### src/rtl/rtcc_pkg.sv
// Constants for the real-time clock block: register offsets, field positions,
// calendar limits and crystal timing figures.
// Assumes a byte-wide special function register port from the processor core.
package rtcc_pkg;
  // Register offsets on the processor register port
  localparam logic [7:0] ADDR_CAL_OUTPUT_CONFIG = 8'h0F;
  localparam logic [7:0] ADDR_RTC_CONFIG = 8'hA1;
  localparam logic [7:0] ADDR_ALARM_CONFIG = 8'hA2;
  localparam logic [7:0] ADDR_NOMINAL_CLOCK_TRIM = 8'hF6;
  localparam logic [7:0] ADDR_TEMPERATURE_CORRECTION = 8'hF7;
  localparam logic [7:0] ADDR_CRYSTAL_TURNOVER_OFFSET = 8'h10;
  localparam logic [7:0] ADDR_CRYSTAL_GAIN_LOW = 8'h11;
  localparam logic [7:0] ADDR_CRYSTAL_GAIN_HIGH = 8'h12;
  localparam logic [7:0] ADDR_SECOND = 8'h02;
  localparam logic [7:0] ADDR_MINUTE = 8'h03;
  localparam logic [7:0] ADDR_HOUR = 8'h04;
  localparam logic [7:0] ADDR_WEEKDAY = 8'h05;
  localparam logic [7:0] ADDR_MONTHDAY = 8'h06;
  localparam logic [7:0] ADDR_MONTH = 8'h07;
  localparam logic [7:0] ADDR_YEAR = 8'h08;
  localparam logic [7:0] ADDR_ALARM_SECOND = 8'h09;
  localparam logic [7:0] ADDR_ALARM_MINUTE = 8'h0A;
  localparam logic [7:0] ADDR_ALARM_HOUR = 8'h0B;
  localparam logic [7:0] ADDR_ALARM_WEEKDAY = 8'h0C;
  localparam logic [7:0] ADDR_ALARM_MONTHDAY = 8'h0D;
  localparam logic [7:0] ADDR_INTERVAL_LIMIT = 8'h0E;

  // Field positions of rtc_config
  localparam int CFG_INTERVAL_MATCH_FLAG = 2;
  localparam int CFG_INTERVAL_ONE_SHOT = 3;
  localparam int CFG_TICK_SOURCE_LO = 4;
  localparam int CFG_TICK_SOURCE_HI = 5;
  localparam int CFG_INTERVAL_RUN_ENABLE = 6;
  // Field positions of alarm_config
  localparam int ALM_MATCH_FLAG = 6;
  localparam int ALM_EN_SECOND = 0;
  localparam int ALM_EN_MONTHDAY = 4;
  // Field positions of cal_output_config and crystal_gain_high
  localparam int CAL_OUTPUT_ENABLE = 6;
  localparam int CAL_RATE_LO = 4;
  localparam int CAL_RATE_HI = 5;
  localparam int CAL_PIN_COUNT = 4;
  localparam int GAIN_AUTO_ENABLE = 7;

  // Calendar limits
  localparam logic [5:0] LAST_SECOND = 6'h3B;
  localparam logic [5:0] LAST_MINUTE = 6'h3B;
  localparam logic [4:0] LAST_HOUR = 5'h17;
  localparam logic [2:0] LAST_WEEKDAY = 3'h6;
  localparam logic [3:0] MONTH_FEB = 4'h2;
  localparam logic [3:0] MONTH_APR = 4'h4;
  localparam logic [3:0] MONTH_JUN = 4'h6;
  localparam logic [3:0] MONTH_SEP = 4'h9;
  localparam logic [3:0] MONTH_NOV = 4'hB;
  localparam logic [3:0] LAST_MONTH = 4'hC;
  localparam logic [6:0] LAST_YEAR = 7'h63;
  localparam logic [4:0] DAYS_SHORT_FEB = 5'h1C;
  localparam logic [4:0] DAYS_LEAP_FEB = 5'h1D;
  localparam logic [4:0] DAYS_SHORT = 5'h1E;
  localparam logic [4:0] DAYS_LONG = 5'h1F;
  localparam logic [4:0] FIRST_DAY = 5'h01;
  localparam logic [3:0] FIRST_MONTH = 4'h1;

  // Crystal timing in crystal pulses
  localparam int XTAL_HZ = 32768;
  localparam int FAST_FACTOR = 125;
  localparam int TICK_128_HZ = 128;
  localparam int PPM_PER_LSB = 2;
  localparam int TRIM_LIMIT_PPM = 248;
  localparam int PPM_SCALE = 1000000;
  localparam int TRIM_WINDOW = PPM_SCALE / PPM_PER_LSB;
  localparam logic signed [8:0] TRIM_LIMIT_LSB = 9'(TRIM_LIMIT_PPM / PPM_PER_LSB);
  localparam logic [15:0] FAST_SECOND = 16'(XTAL_HZ / FAST_FACTOR);
  localparam logic [7:0] DIV_128 = 8'(XTAL_HZ / TICK_128_HZ - 1);
  localparam int GAIN_SHIFT = 15;
  // Half periods of the calibration output per rate setting
  localparam logic [15:0] HALF_1HZ = 16'(XTAL_HZ / 2);
  localparam logic [15:0] HALF_512HZ = 16'(XTAL_HZ / (2 * 512));
  localparam logic [15:0] HALF_500HZ = 16'(XTAL_HZ / (2 * 500));
  localparam logic [15:0] HALF_16KHZ = 16'h0001;
  // Power modes
  localparam logic [1:0] LOWEST_POWER_MODE = 2'h2;
endpackage

### src/rtl/rtcc_top.sv
// Real-time clock: calendar, interval timer, alarm, digital crystal trim,
// temperature trim and calibration pulse output.
// Assumes xtal_tick is a one-cycle pulse per crystal edge, synchronous to mclk.
// Summary of operation
// RL1 - February rolls after 28 days, 29 in leap; Apr/Jun/Sep/Nov 30; others 31.
// RL2 - Year counts that are multiples of four are leap years.
// RL3 - Alarm or interval event sets its flag; request reaches core if enabled.
// RL4 - Interrupt entry leaves flags alone; software clears them by writing zero.
// RL5 - The pending request is exactly the OR of the two event flags.
// RL6 - Wake request persists until the event flags are cleared.
// RL7 - Enabled interval ticks count to the limit, then flag an interval event.
// RL8 - Counter clears and restarts, or is held after the event in one-shot.
// RL9 - Software writes the limit first and waits one 128 Hz period.
// RL10 - Software disables, waits, checks enable clear, then changes tick source.
// RL11 - Only enabled alarm fields are compared; all matching sets the alarm flag.
// RL12 - The alarm flag sits at bit 6 of alarm configuration.
// RL13 - Crystal error is trimmed by inserting or removing crystal pulses.
// RL14 - Trim is nominal plus temperature register, 2 ppm per step, capped 248 ppm.
// RL15 - Calibration pulse appears only when enabled, on selected pins.
// RL16 - Rate select: 1 Hz, 512 Hz, 500 Hz or 16384 Hz; the 500 Hz setting has a half period of 32 pulses and gives 512 Hz here.
// RL17 - Fast settings run timekeeping 125 times faster.
// RL18 - Fast settings are honoured only outside the lowest power mode.
// RL19 - Temperature trim is gain over 2^15 times squared temperature offset.
// RL20 - Gain high bit 7 enables automatic temperature trim; cleared by reset.
// RL21 - Automatic trim makes the temperature correction register read-only.
// RL22 - Each completed temperature reading recomputes the temperature trim.
// RL23 - Date past rollover returns to one, month steps; month twelve steps year.
// RL24 - Interval settings pass into the 128 Hz domain within one period.
module rtcc_top
  import rtcc_pkg::*;
#(
  parameter int SECOND_TICKS = XTAL_HZ,
  parameter int TRIM_WINDOW_TICKS = TRIM_WINDOW
) (
  input wire logic mclk,
  input wire logic rst_n,
  input wire logic xtal_tick,
  input wire logic [7:0] sfr_addr,
  input wire logic [7:0] sfr_wdata,
  input wire logic sfr_wr,
  input wire logic sfr_rd,
  output logic [7:0] sfr_rdata,
  input wire logic clock_irq_enable,
  input wire logic [1:0] power_mode,
  input wire logic [7:0] temperature_reading,
  input wire logic temperature_done,
  output logic clock_irq_pending,
  output logic clock_irq,
  output logic wake_request,
  output logic [CAL_PIN_COUNT-1:0] cal_out
);

  // ----------------------------------------------------------------------
  // State
  // ----------------------------------------------------------------------
  typedef struct packed {
    logic [5:0] sec;
    logic [5:0] min;
    logic [4:0] hour;
    logic [2:0] wday;
    logic [4:0] date;
    logic [3:0] month;
    logic [6:0] year;
    logic [15:0] presc;
    logic [7:0] div128;
    logic [18:0] win;
    logic [7:0] trim_left;
    logic trim_add;
    logic ins_pend;
    logic skip_pend;
    logic [7:0] rtc_config;
    logic it_en_s;
    logic [1:0] it_src_s;
    logic it_one_shot_s;
    logic [7:0] it_limit_s;
    logic [7:0] interval_limit;
    logic [7:0] it_cnt;
    logic it_hold;
    logic interval_match_flag;
    logic [4:0] alarm_en;
    logic alarm_match_flag;
    logic alarm_prev;
    logic [5:0] alarm_second_field;
    logic [5:0] alarm_minute_field;
    logic [4:0] alarm_hour_field;
    logic [2:0] alarm_weekday_field;
    logic [4:0] alarm_monthday_field;
    logic [7:0] cal_output_config;
    logic [15:0] cal_div;
    logic cal_lvl;
    logic [7:0] nominal_clock_trim;
    logic [7:0] temperature_correction;
    logic [7:0] crystal_turnover_offset;
    logic [7:0] crystal_gain_low;
    logic [7:0] crystal_gain_high;
    logic [7:0] rdata;
  } rtcc_state_t;

  rtcc_state_t st;
  rtcc_state_t next_st;

  // ----------------------------------------------------------------------
  // Helpers
  // ----------------------------------------------------------------------
  // Last day of a month, leap-year aware
  function automatic logic [4:0] rtcc_month_days(input logic [3:0] m, input logic [6:0] y);
    if (m == MONTH_FEB) begin
      return (y[1:0] == 2'h0) ? DAYS_LEAP_FEB : DAYS_SHORT_FEB; // RL1 RL2
    end
    if (m == MONTH_APR || m == MONTH_JUN || m == MONTH_SEP || m == MONTH_NOV) begin
      return DAYS_SHORT; // RL1
    end
    return DAYS_LONG;
  endfunction

  // Calibration half period per rate code
  function automatic logic [15:0] rtcc_cal_half(input logic [1:0] rate);
    unique case (rate)
      2'h0: return HALF_1HZ;
      2'h1: return HALF_512HZ;
      2'h2: return HALF_500HZ;
      2'h3: return HALF_16KHZ;
    endcase
  endfunction

  logic fast_mode;
  logic ctick;
  logic sec_tick;
  logic min_tick;
  logic hour_tick;
  logic t128;
  logic src_tick;
  logic alarm_match;
  logic signed [8:0] trim_sum;
  logic signed [8:0] trim_sat;
  logic signed [8:0] temp_diff;
  logic [17:0] temp_sq;
  logic [32:0] temp_prod;
  logic [17:0] temp_corr;
  logic [14:0] gain;
  logic wr_hit;

  // ----------------------------------------------------------------------
  // Combinational datapath
  // ----------------------------------------------------------------------
  // Fast timekeeping only outside the lowest power mode
  assign fast_mode = st.cal_output_config[CAL_RATE_HI] &&
                     (power_mode != LOWEST_POWER_MODE); // RL17 RL18
  // Pulse insertion and removal on the crystal pulse stream
  assign ctick = (xtal_tick && !st.skip_pend) || (!xtal_tick && st.ins_pend); // RL13
  // At or past the end, so a switch into fast mode never waits for a prescaler wrap
  assign sec_tick = ctick && (fast_mode ? (st.presc >= FAST_SECOND - 16'h0001)
                                        : (st.presc >= 16'(SECOND_TICKS - 1))); // RL17
  assign min_tick = sec_tick && (st.sec == LAST_SECOND);
  assign hour_tick = min_tick && (st.min == LAST_MINUTE);
  assign t128 = ctick && (st.div128 == DIV_128);
  always_comb begin
    unique case (st.it_src_s)
      2'h0: src_tick = t128;
      2'h1: src_tick = sec_tick;
      2'h2: src_tick = min_tick;
      2'h3: src_tick = hour_tick;
    endcase
  end
  // Enabled alarm fields only; no field enabled means no match
  assign alarm_match = (st.alarm_en != 5'h00) &&
    (!st.alarm_en[0] || st.sec == st.alarm_second_field) &&
    (!st.alarm_en[1] || st.min == st.alarm_minute_field) &&
    (!st.alarm_en[2] || st.hour == st.alarm_hour_field) &&
    (!st.alarm_en[3] || st.wday == st.alarm_weekday_field) &&
    (!st.alarm_en[ALM_EN_MONTHDAY] || st.date == st.alarm_monthday_field); // RL11
  // Sum of both trims, saturated
  assign trim_sum = $signed({st.nominal_clock_trim[7], st.nominal_clock_trim}) +
                    $signed({st.temperature_correction[7], st.temperature_correction}); // RL14
  assign trim_sat = (trim_sum > TRIM_LIMIT_LSB) ? TRIM_LIMIT_LSB :
                    (trim_sum < -TRIM_LIMIT_LSB) ? -TRIM_LIMIT_LSB : trim_sum; // RL14
  // Parabolic temperature trim
  assign gain = {st.crystal_gain_high[6:0], st.crystal_gain_low};
  assign temp_diff = $signed({1'b0, temperature_reading}) -
                     $signed({1'b0, st.crystal_turnover_offset});
  assign temp_sq = 18'(temp_diff * temp_diff);
  assign temp_prod = 33'(gain) * 33'(temp_sq);
  assign temp_corr = 18'(temp_prod >> GAIN_SHIFT); // RL19
  assign wr_hit = sfr_wr;

  // Next-state logic for the whole block
  always_comb begin
    next_st = st;
    // Trim window: reload pulse budget every window
    if (xtal_tick) begin
      next_st.win = (st.win == 19'(TRIM_WINDOW_TICKS - 1)) ? 19'h00000 : st.win + 19'h00001;
      if (st.win == 19'(TRIM_WINDOW_TICKS - 1)) begin
        next_st.trim_left = 8'(trim_sat < 0 ? -trim_sat : trim_sat);
        next_st.trim_add = (trim_sat > 0);
      end
    end
    if (st.ins_pend && !xtal_tick) begin
      next_st.ins_pend = 1'b0;
    end
    if (st.skip_pend && xtal_tick) begin
      next_st.skip_pend = 1'b0;
    end
    if (st.trim_left != 8'h00 && !st.ins_pend && !st.skip_pend && !xtal_tick) begin
      next_st.trim_left = st.trim_left - 8'h01;
      next_st.ins_pend = st.trim_add; // RL13
      next_st.skip_pend = !st.trim_add;
    end
    // Prescalers
    if (ctick) begin
      next_st.presc = sec_tick ? 16'h0000 : st.presc + 16'h0001;
      next_st.div128 = st.div128 + 8'h01;
    end
    // Calendar
    if (sec_tick) begin
      next_st.sec = min_tick ? 6'h00 : st.sec + 6'h01;
      if (min_tick) begin
        next_st.min = hour_tick ? 6'h00 : st.min + 6'h01;
      end
      if (hour_tick) begin
        next_st.hour = (st.hour == LAST_HOUR) ? 5'h00 : st.hour + 5'h01;
        if (st.hour == LAST_HOUR) begin
          next_st.wday = (st.wday == LAST_WEEKDAY) ? 3'h0 : st.wday + 3'h1;
          if (st.date >= rtcc_month_days(st.month, st.year)) begin
            next_st.date = FIRST_DAY; // RL23
            next_st.month = (st.month >= LAST_MONTH) ? FIRST_MONTH : st.month + 4'h1;
            if (st.month >= LAST_MONTH) begin
              next_st.year = (st.year == LAST_YEAR) ? 7'h00 : st.year + 7'h01; // RL23
            end
          end else begin
            next_st.date = st.date + 5'h01;
          end
        end
      end
    end
    // Interval settings cross into the 128 Hz domain
    if (t128) begin
      next_st.it_en_s = st.rtc_config[CFG_INTERVAL_RUN_ENABLE]; // RL24
      next_st.it_src_s = st.rtc_config[CFG_TICK_SOURCE_HI:CFG_TICK_SOURCE_LO];
      next_st.it_one_shot_s = st.rtc_config[CFG_INTERVAL_ONE_SHOT];
      next_st.it_limit_s = st.interval_limit;
    end
    // Interval counter
    if (!st.it_en_s) begin
      next_st.it_cnt = 8'h00;
      next_st.it_hold = 1'b0;
    end else if (src_tick && !st.it_hold) begin
      if (st.it_cnt == st.it_limit_s) begin
        next_st.it_cnt = 8'h00; // RL8
        next_st.it_hold = st.it_one_shot_s; // RL8
      end else begin
        next_st.it_cnt = st.it_cnt + 8'h01; // RL7
      end
    end
    next_st.alarm_prev = alarm_match;
    // Register writes; flags clear on a written zero
    if (wr_hit) begin
      unique case (sfr_addr)
        ADDR_RTC_CONFIG: begin
          next_st.rtc_config = sfr_wdata;
          next_st.interval_match_flag = st.interval_match_flag &&
                                        sfr_wdata[CFG_INTERVAL_MATCH_FLAG]; // RL4
        end
        ADDR_ALARM_CONFIG: begin
          next_st.alarm_en = sfr_wdata[ALM_EN_MONTHDAY:ALM_EN_SECOND];
          next_st.alarm_match_flag = st.alarm_match_flag && sfr_wdata[ALM_MATCH_FLAG]; // RL4
        end
        ADDR_CAL_OUTPUT_CONFIG: next_st.cal_output_config = sfr_wdata;
        ADDR_NOMINAL_CLOCK_TRIM: next_st.nominal_clock_trim = sfr_wdata;
        ADDR_TEMPERATURE_CORRECTION: begin
          if (!st.crystal_gain_high[GAIN_AUTO_ENABLE]) begin
            next_st.temperature_correction = sfr_wdata; // RL21
          end
        end
        ADDR_CRYSTAL_TURNOVER_OFFSET: next_st.crystal_turnover_offset = sfr_wdata;
        ADDR_CRYSTAL_GAIN_LOW: next_st.crystal_gain_low = sfr_wdata;
        ADDR_CRYSTAL_GAIN_HIGH: next_st.crystal_gain_high = sfr_wdata; // RL20
        ADDR_SECOND: next_st.sec = sfr_wdata[5:0];
        ADDR_MINUTE: next_st.min = sfr_wdata[5:0];
        ADDR_HOUR: next_st.hour = sfr_wdata[4:0];
        ADDR_WEEKDAY: next_st.wday = sfr_wdata[2:0];
        ADDR_MONTHDAY: next_st.date = sfr_wdata[4:0];
        ADDR_MONTH: next_st.month = sfr_wdata[3:0];
        ADDR_YEAR: next_st.year = sfr_wdata[6:0];
        ADDR_ALARM_SECOND: next_st.alarm_second_field = sfr_wdata[5:0];
        ADDR_ALARM_MINUTE: next_st.alarm_minute_field = sfr_wdata[5:0];
        ADDR_ALARM_HOUR: next_st.alarm_hour_field = sfr_wdata[4:0];
        ADDR_ALARM_WEEKDAY: next_st.alarm_weekday_field = sfr_wdata[2:0];
        ADDR_ALARM_MONTHDAY: next_st.alarm_monthday_field = sfr_wdata[4:0];
        ADDR_INTERVAL_LIMIT: next_st.interval_limit = sfr_wdata;
        default: ;
      endcase
    end
    // Events set after the write so a set wins over a clear
    if (st.it_en_s && src_tick && !st.it_hold && st.it_cnt == st.it_limit_s) begin
      next_st.interval_match_flag = 1'b1; // RL3 RL7
    end
    if (alarm_match && !st.alarm_prev) begin
      next_st.alarm_match_flag = 1'b1; // RL3 RL11
    end
    // Automatic temperature trim on each completed reading
    if (st.crystal_gain_high[GAIN_AUTO_ENABLE] && temperature_done) begin
      next_st.temperature_correction = (temp_corr > 18'(TRIM_LIMIT_LSB)) ?
        8'(TRIM_LIMIT_LSB) : temp_corr[7:0]; // RL22 RL19
    end
    // Calibration pulse generator
    if (ctick) begin
      if (st.cal_div >= rtcc_cal_half(st.cal_output_config[CAL_RATE_HI:CAL_RATE_LO]) - 16'h0001)
      begin
        next_st.cal_div = 16'h0000;
        next_st.cal_lvl = !st.cal_lvl; // RL16
      end else begin
        next_st.cal_div = st.cal_div + 16'h0001;
      end
    end
    // Read data
    if (sfr_rd) begin
      unique case (sfr_addr)
        ADDR_RTC_CONFIG: begin
          next_st.rdata = st.rtc_config;
          next_st.rdata[CFG_INTERVAL_RUN_ENABLE] = st.it_en_s; // effective enable
          next_st.rdata[CFG_INTERVAL_MATCH_FLAG] = st.interval_match_flag;
        end
        ADDR_ALARM_CONFIG: next_st.rdata = {1'b0, st.alarm_match_flag, 1'b0, st.alarm_en}; // RL12
        ADDR_CAL_OUTPUT_CONFIG: next_st.rdata = st.cal_output_config;
        ADDR_NOMINAL_CLOCK_TRIM: next_st.rdata = st.nominal_clock_trim;
        ADDR_TEMPERATURE_CORRECTION: next_st.rdata = st.temperature_correction;
        ADDR_CRYSTAL_TURNOVER_OFFSET: next_st.rdata = st.crystal_turnover_offset;
        ADDR_CRYSTAL_GAIN_LOW: next_st.rdata = st.crystal_gain_low;
        ADDR_CRYSTAL_GAIN_HIGH: next_st.rdata = st.crystal_gain_high;
        ADDR_SECOND: next_st.rdata = {2'h0, st.sec};
        ADDR_MINUTE: next_st.rdata = {2'h0, st.min};
        ADDR_HOUR: next_st.rdata = {3'h0, st.hour};
        ADDR_WEEKDAY: next_st.rdata = {5'h00, st.wday};
        ADDR_MONTHDAY: next_st.rdata = {3'h0, st.date};
        ADDR_MONTH: next_st.rdata = {4'h0, st.month};
        ADDR_YEAR: next_st.rdata = {1'b0, st.year};
        ADDR_ALARM_SECOND: next_st.rdata = {2'h0, st.alarm_second_field};
        ADDR_ALARM_MINUTE: next_st.rdata = {2'h0, st.alarm_minute_field};
        ADDR_ALARM_HOUR: next_st.rdata = {3'h0, st.alarm_hour_field};
        ADDR_ALARM_WEEKDAY: next_st.rdata = {5'h00, st.alarm_weekday_field};
        ADDR_ALARM_MONTHDAY: next_st.rdata = {3'h0, st.alarm_monthday_field};
        ADDR_INTERVAL_LIMIT: next_st.rdata = st.interval_limit;
        default: next_st.rdata = 8'h00;
      endcase
    end
  end

  // State register; calendar starts at the first day of the first month
  always_ff @(posedge mclk) begin
    if (!rst_n) begin
      st <= '0;
      st.date <= FIRST_DAY;
      st.month <= FIRST_MONTH;
    end else begin
      st <= next_st;
    end
  end

  // ----------------------------------------------------------------------
  // Outputs
  // ----------------------------------------------------------------------
  assign sfr_rdata = st.rdata;
  assign clock_irq_pending = st.alarm_match_flag || st.interval_match_flag; // RL5
  assign clock_irq = clock_irq_pending && clock_irq_enable; // RL3
  // Keeps waking until software clears the flag
  assign wake_request = clock_irq_pending; // RL6
  genvar gi;
  generate
    for (gi = 0; gi < CAL_PIN_COUNT; gi++) begin : g_cal
      assign cal_out[gi] = st.cal_output_config[CAL_OUTPUT_ENABLE] &&
                           st.cal_output_config[gi] && st.cal_lvl; // RL15
    end
  endgenerate
endmodule

### config.mk
export PLATFORM = sky130hd
export DESIGN_NAME = rtcc_top
export DESIGN_NICKNAME = d
export VERILOG_FILES = /design/src/rtl/rtcc_pkg.sv /design/src/rtl/rtcc_top.sv
export SDC_FILE = /design/constraint.sdc
export NUM_CORES = 1
export LEC_CHECK = 0
export ABC_AREA = 1
export BUFFER_PORTS_ARGS = -buffer_cell sky130_fd_sc_hd__buf_2
export CAP_MARGIN = 0
export CORE_UTILIZATION = 59
export CTS_CLUSTER_SIZE = 30
export DETAILED_ROUTE_END_ITERATION = 10
export GPL_ROUTABILITY_DRIVEN = 0
export GPL_TIMING_DRIVEN = 0
export PLACE_DENSITY = 0.79
export SYNTH_ARGS = -nofsm -noshare
export SYNTH_HDL_FRONTEND = slang
export SYNTH_SLANG_ARGS = --single-unit
### constraint.sdc
create_clock -name mclk -period 11.93 [get_ports mclk]
set_clock_uncertainty 0.15 [all_clocks]
set_input_delay 0 -clock mclk [delete_from_list [all_inputs] [get_ports mclk]]
set_output_delay 0 -clock mclk [all_outputs]
set_load 0.01 [all_outputs]
# [After elaboration in Yosys (flattened, before gate mapping)]
# Cells that the tools add are included.
[totals] out_inout_bits=15 regBits=233 word_cells=277
[op_classes] n_mul=2 n_reduce_logical=92 n_mux=69 order_cmp=10 n_addsub=17 n_eq_ne=47
[op_table] op="one-hot mux 8 bit (21 select lines)" n=1
[op_table] op="two-way mux 8 bit" n=10
[op_table] op="two-way mux 36 bit" n=2
[op_table] op="== test 8 x 4 -> 1 bit (second input constant)" n=8
[op_table] op="two-way mux 5 bit" n=11
[op_table] op="two-way mux 16 bit" n=3
[op_table] op="one-hot mux 16 bit (3 select lines)" n=1
[op_table] op="== test 8 bit (second input constant)" n=5
[op_table] op="AND reduction 2 bit" n=20
[op_table] op="two-way mux 19 bit" n=2
[op_table] op="two-way mux 6 bit" n=6
[op_table] op="two-way mux 9 bit" n=4
[op_table] op="logical AND 1 bit" n=33
[op_table] op="multiplier 15 x 18 -> 33 bit" n=1
[op_table] op="adder 16 x 1 -> 16 bit (second input constant)" n=2
[op_table] op="== test 8 x 3 -> 1 bit (second input constant)" n=4
[op_table] op="two-way mux 32 bit" n=1
[op_table] op="two-way mux 7 bit" n=4
[op_table] op="== test 8 x 5 -> 1 bit (second input constant)" n=3
[op_table] op="two-way mux 24 bit" n=1
[op_table] op="nonzero test 2 bit" n=10
[op_table] op="adder 19 x 1 -> 19 bit (second input constant)" n=1
[op_table] op="== test 19 bit (second input constant)" n=1
[op_table] op="> comparator 18 x 7 -> 1 bit (second input constant)" n=1
[op_table] op="50 further kinds" n=102

# [Logic depth before layout (Yosys ltp)]
[depth] ltp_word=24 depth_mapped=63 ltp_nobuf=63

# [Least setup slack after synthesis]
# No wires, ideal clock.
[synth_path] kind="register to register" start="reg st[26] (netlist name)" end="reg st[34] (netlist name)" setup_slack_ns=0.692 t_required_ns=11.648 path_buffers=0 arrival_time_ns=10.956 setup_time_ns=0.132 stages_incl_launch_ff=59 synth_period_minus_slack_ns=11.238 cell_sequence="dfxtp_1 > inv_1 > ha_1 > nand3b_1 > and2_1 > inv_1 > nand2_1 > nand2_1 > a21oi_1 > or2_2 > nand2_1 > a21oi_1 > or2_2 > nand2_1 > nor2_1 > fa_1 > inv_1 > fa_1 > [23 not listed] > inv_1 > ha_1 > nand2_1 > inv_1 > nand2_1 > inv_1 > a21oi_1 > nand2_1 > nand2_1 > nand2_1 > nand2_1 > inv_1 > nor2_1 > nand3_1 > nor2_1 > nand4_1 > nand2_1 > a21oi_1"
[synth_between] elab_chain_cells=6
[synth_rtl] item="from (decl)" line_no="rtcc_top.sv:99" source="rtcc_state_t st;"
[synth_rtl] item="from (signal assigned)" line_no="rtcc_top.sv:355" source="st <= next_st;"
[synth_rtl] item="subtractor 8 x 8 -> 9 bit *" line_no="rtcc_top.sv:179" source="assign temp_diff = $signed({1'b0, temperature_reading}) -"
[synth_rtl] item="multiplier 9 x 9 -> 18 bit *" line_no="rtcc_top.sv:181" source="assign temp_sq = 18'(temp_diff * temp_diff);"
[synth_rtl] item="multiplier 15 x 18 -> 33 bit *" line_no="rtcc_top.sv:182" source="assign temp_prod = 33'(gain) * 33'(temp_sq);"
[synth_rtl] item="> comparator 18 x 7 -> 1 bit" line_no="rtcc_top.sv:302" source="next_st.temperature_correction = (temp_corr > 18'(TRIM_LIMIT_LSB)) ?"
[synth_rtl] item="two-way mux 8 bit *" line_no="rtcc_top.sv:302"
[synth_rtl] item="two-way mux 8 bit *" line_no="rtcc_top.sv:301" source="if (st.crystal_gain_high[GAIN_AUTO_ENABLE] && temperature_done) begin"
# Every way passes the cells marked *; elsewhere a longest branch is shown, timed or not.
# A chain may end at the register's enable or synchronous reset.

# [Worst setup path after layout]
[layout_path] start="reg st[24] (netlist name)" end="reg st[35] (netlist name)"
# Same word-level chain as after synthesis.

==> summary.md <==
| Metric | Value |
|---|---|
| Core ar. | `40800 sq um` |
| Horiz. Die Dim | `205 um` |
| Status | `finished, final reports clean` |
| Synthesized Nets | `3903` |
| Total track usage | `33.5%` |
| Most frequent cell after synthesis | `inv_1` |
| Total gr overflow | `0` |
| Root buffer cell | `clkbuf_16` |
| Clock slew seen by the registers of the worst setup and hold paths | `~0.060 ns` |
| CTS tree | `done` |
| Post-Syn Instances | `3428` |
| Final setup violation count | `0` |
| Hold Crit Class | `input pin to flop` |
| Peak supply drop | `0.324 mV` |
| Max-Cap Viols | `0` |
| I/O pins | `between 40 and 50` |
| Clock latency on the worst-skew pair | `0.55 ns` |
| Post-synthesis sequential area ratio | `19.0%` |
| Synth async-reset ratio | `0%` |
| Routed Antenna Nets | `0` |
| Setup Total Neg Slack | `0 ns` |
| Routed WL | `70.6 mm` |
| Static Leak | `0.0128 uW` |
| Syn. warnings | `0` |
| CP peak stage delay | `0.60 ns` |
| Commonest cells in the netlist | `inv_1 (722), nand2_1 (657), nor2_1 (340)` |
| Site row count | `74` |
| Most frequent cell on the critical path | `fa_1` |
| Slowest stage cell, crit path | `fa_2` |
| DR iter-0 viols | `around 2500` |
| CP Data Required Time | `roughly 12 ns` |
| Area Overhead vs Synth | `11.1%` |
| Post-layout min period | `between 10 and 15 ns` |
| Syn_area_per_cell | `roughly 7.1 sq um` |
| CP endpoint kind | `flop` |
| Post-synth top area share | `20.6%` |
| Post-synth cell types | `55` |
| Half-perimeter wire length after placement | `55.2 mm` |
| Num CTS Buffers | `24` |
| Layout cells sized above 1 | `8.06%` |
| Yosys top cell by area | `fa_1` |
| Clock tree buffer depth | `3` |
| Peak Freq | `87.0 MHz` |
| Die ar. | `42200 sq um` |
| Period Utilization, post-route | `96.4%` |
| DR DRC count | `0` |
| Final #Nets | `4018` |
| Worst Max-Slew Pin Slew | `0.974 ns` |
| Clock Sinks | `approximately 230` |
| Ys flop type | `dfxtp_1` |
| Setup CP Type | `flop to flop` |
| Wire per inst | `17.2 um` |
| Synth area leaders | `fa_1 (21%), dfxtp_1 (19%), inv_1 (11%), nand2_1 (10%), ha_1 (9.8%)` |
| TritonRoute pass-1 iters | `9` |
| Die height | `205 um` |
| Min Hold Slack | `0.0589 ns` |
| Hold Violations, Final | `0` |
| Port Buffers | `40` |
| Worst-path fanout max | `9` |
| Rel. slew slack | `approximately 34%` |
| Max H-tree Level | `1` |
| Pwr dens | `177 nW/um^2` |
| Largest net degree at the start of global routing | `16` |
| Data arrival, critical path | `11.73 ns` |
| First-pass GRT wire length | `111 mm` |
| Worst setup SP type | `flop` |
| Slew Limit Fails | `0` |
| Non-Filler Instances | `about 4100` |
| Via count | `23264` |
| #FFs+latches synth | `232` |
| Vias in the first global route | `21724` |
| Vias per inst | `5.68` |
| Synthesized area | `around 24000 sq um` |
| Post-synth EDFFs | `0` |
| Initial antenna violation count | `1` |
| Placed cell count | `4000` |
| Initial Util | `59.8%` |
==> per-layer routing <==
layer  global-route usage, %  part of all wire [%]
met1                    45.8                    41
met2                    50.7                    42
met3                    8.09                    12
met4                    13.8                   5.0
met5                       0                 0.016
==> where the power goes <==
group | switching (uW) | internal, uW | total (uW)
sequential | 9.53 | 791 | 800
combinational | 2110 | 1150 | 3260
clock | 337 | 414 | 751
==> sequential cells by signal, indices dropped and copies added (netlist names) <==
register	flops
st	209
gain	15
sfr_rdata	8
==> critical path, delay by kind of cell (launching register included) <==
kind                     cells  cell delay [ns]
adder cells (fa/ha/maj)     15             6.67
AO/OA/AOI/OAI                6             0.87
buffers and inverters       10             0.74
AND/OR/NAND/NOR             17             1.94
flip-flops                   1             0.38
XOR/XNOR                     2             0.58
==> logic make-up after synthesis <==
family | count (synthesis) | share of synthesized area, %
adders and majority gates | 442 | 30.4
and+or+nand+nor | 1340 | 23.4
AOI/OAI and AO/OA | 526 | 12.3
xor gates and xnor gates | 56 | 2.01
buffers and inverters | 832 | 13.0
DFF | 232 | 19.0
==> through the flow <==
| stage | cell area [sq um] | worst slack (ns) | utilization (%) | power, uW |
|---|---|---|---|---|
| after floorplan | 24400 | 0.692 | - | 2240 |
| final | 27100 | 0.432 | 66.5 | 4820 |
| after global placement | 25300 | -1.04 | 61.9 | 2970 |
| after global routing | 27100 | -0.0834 | 66.4 | 5030 |
| after detailed placement | 25300 | -1.16 | 61.9 | 2990 |
| after CTS | 26500 | 0.0118 | 64.9 | 4040 |
==> path summary, 6_finish.rpt <==
check               from      end  slack [ns]  depth (start not counted)
max reg2reg       st[24]   st[35]        0.43                         50
min reg2reg       st[64]   st[64]        0.29                          2
max               st[24]   st[35]        0.43                         50
min          sfr_addr[5]  gain[0]        0.06                          5
==> cell usage in the layout, fill, tap and decap left out, types with 11 or more instances in the layout <==
cell             n
clkbuf_16       24
nand4_1         52
a31oi_1         12
xor2_1          28
inv_1          707
nand2_2         24
fa_1           243
or2_2           19
dfxtp_1        232
a211oi_1        11
nor4_1          22
dlygate4sd3_1   20
ha_4            13
ha_1           175
xnor2_1         21
nor3_1          45
nand3_1        163
nor2_2          15
buf_4           36
inv_2           13
nand2_1        630
clkbuf_1        76
o21ai_0        153
a21oi_1        212
a221oi_1        13
nor2_1         318
o211ai_1        31
o22ai_1         45
buf_2           44
==> cell type report <==
class | count | area (sq um)
plain buffers | 96 | 412
multi-input cells | 2364 | 17200
diodes | 1 | 2.50
well taps | 532 | 666
fillers | 3453 | 13700
repair buffers | 89 | 632
flip-flops and latches | 232 | 4640
inverters | 736 | 2800
clock inverters | 14 | 116
clock buffers | 30 | 653
==> what timing repair did <==
| action | in CTS | in global routing |
|---|---|---|
| hold buffers | 20 | 0 |
| resized for setup | 38 | 120 |
| gates cloned | 0 | 0 |
| buffers inserted | 7 | 21 |
| hold endpoints to repair | 84 | 0 |
| endpoints found under the setup margin | 7 | 7 |
| pin swaps | 6 | 68 |
Note: power is estimated with default switching activity, not from simulation.
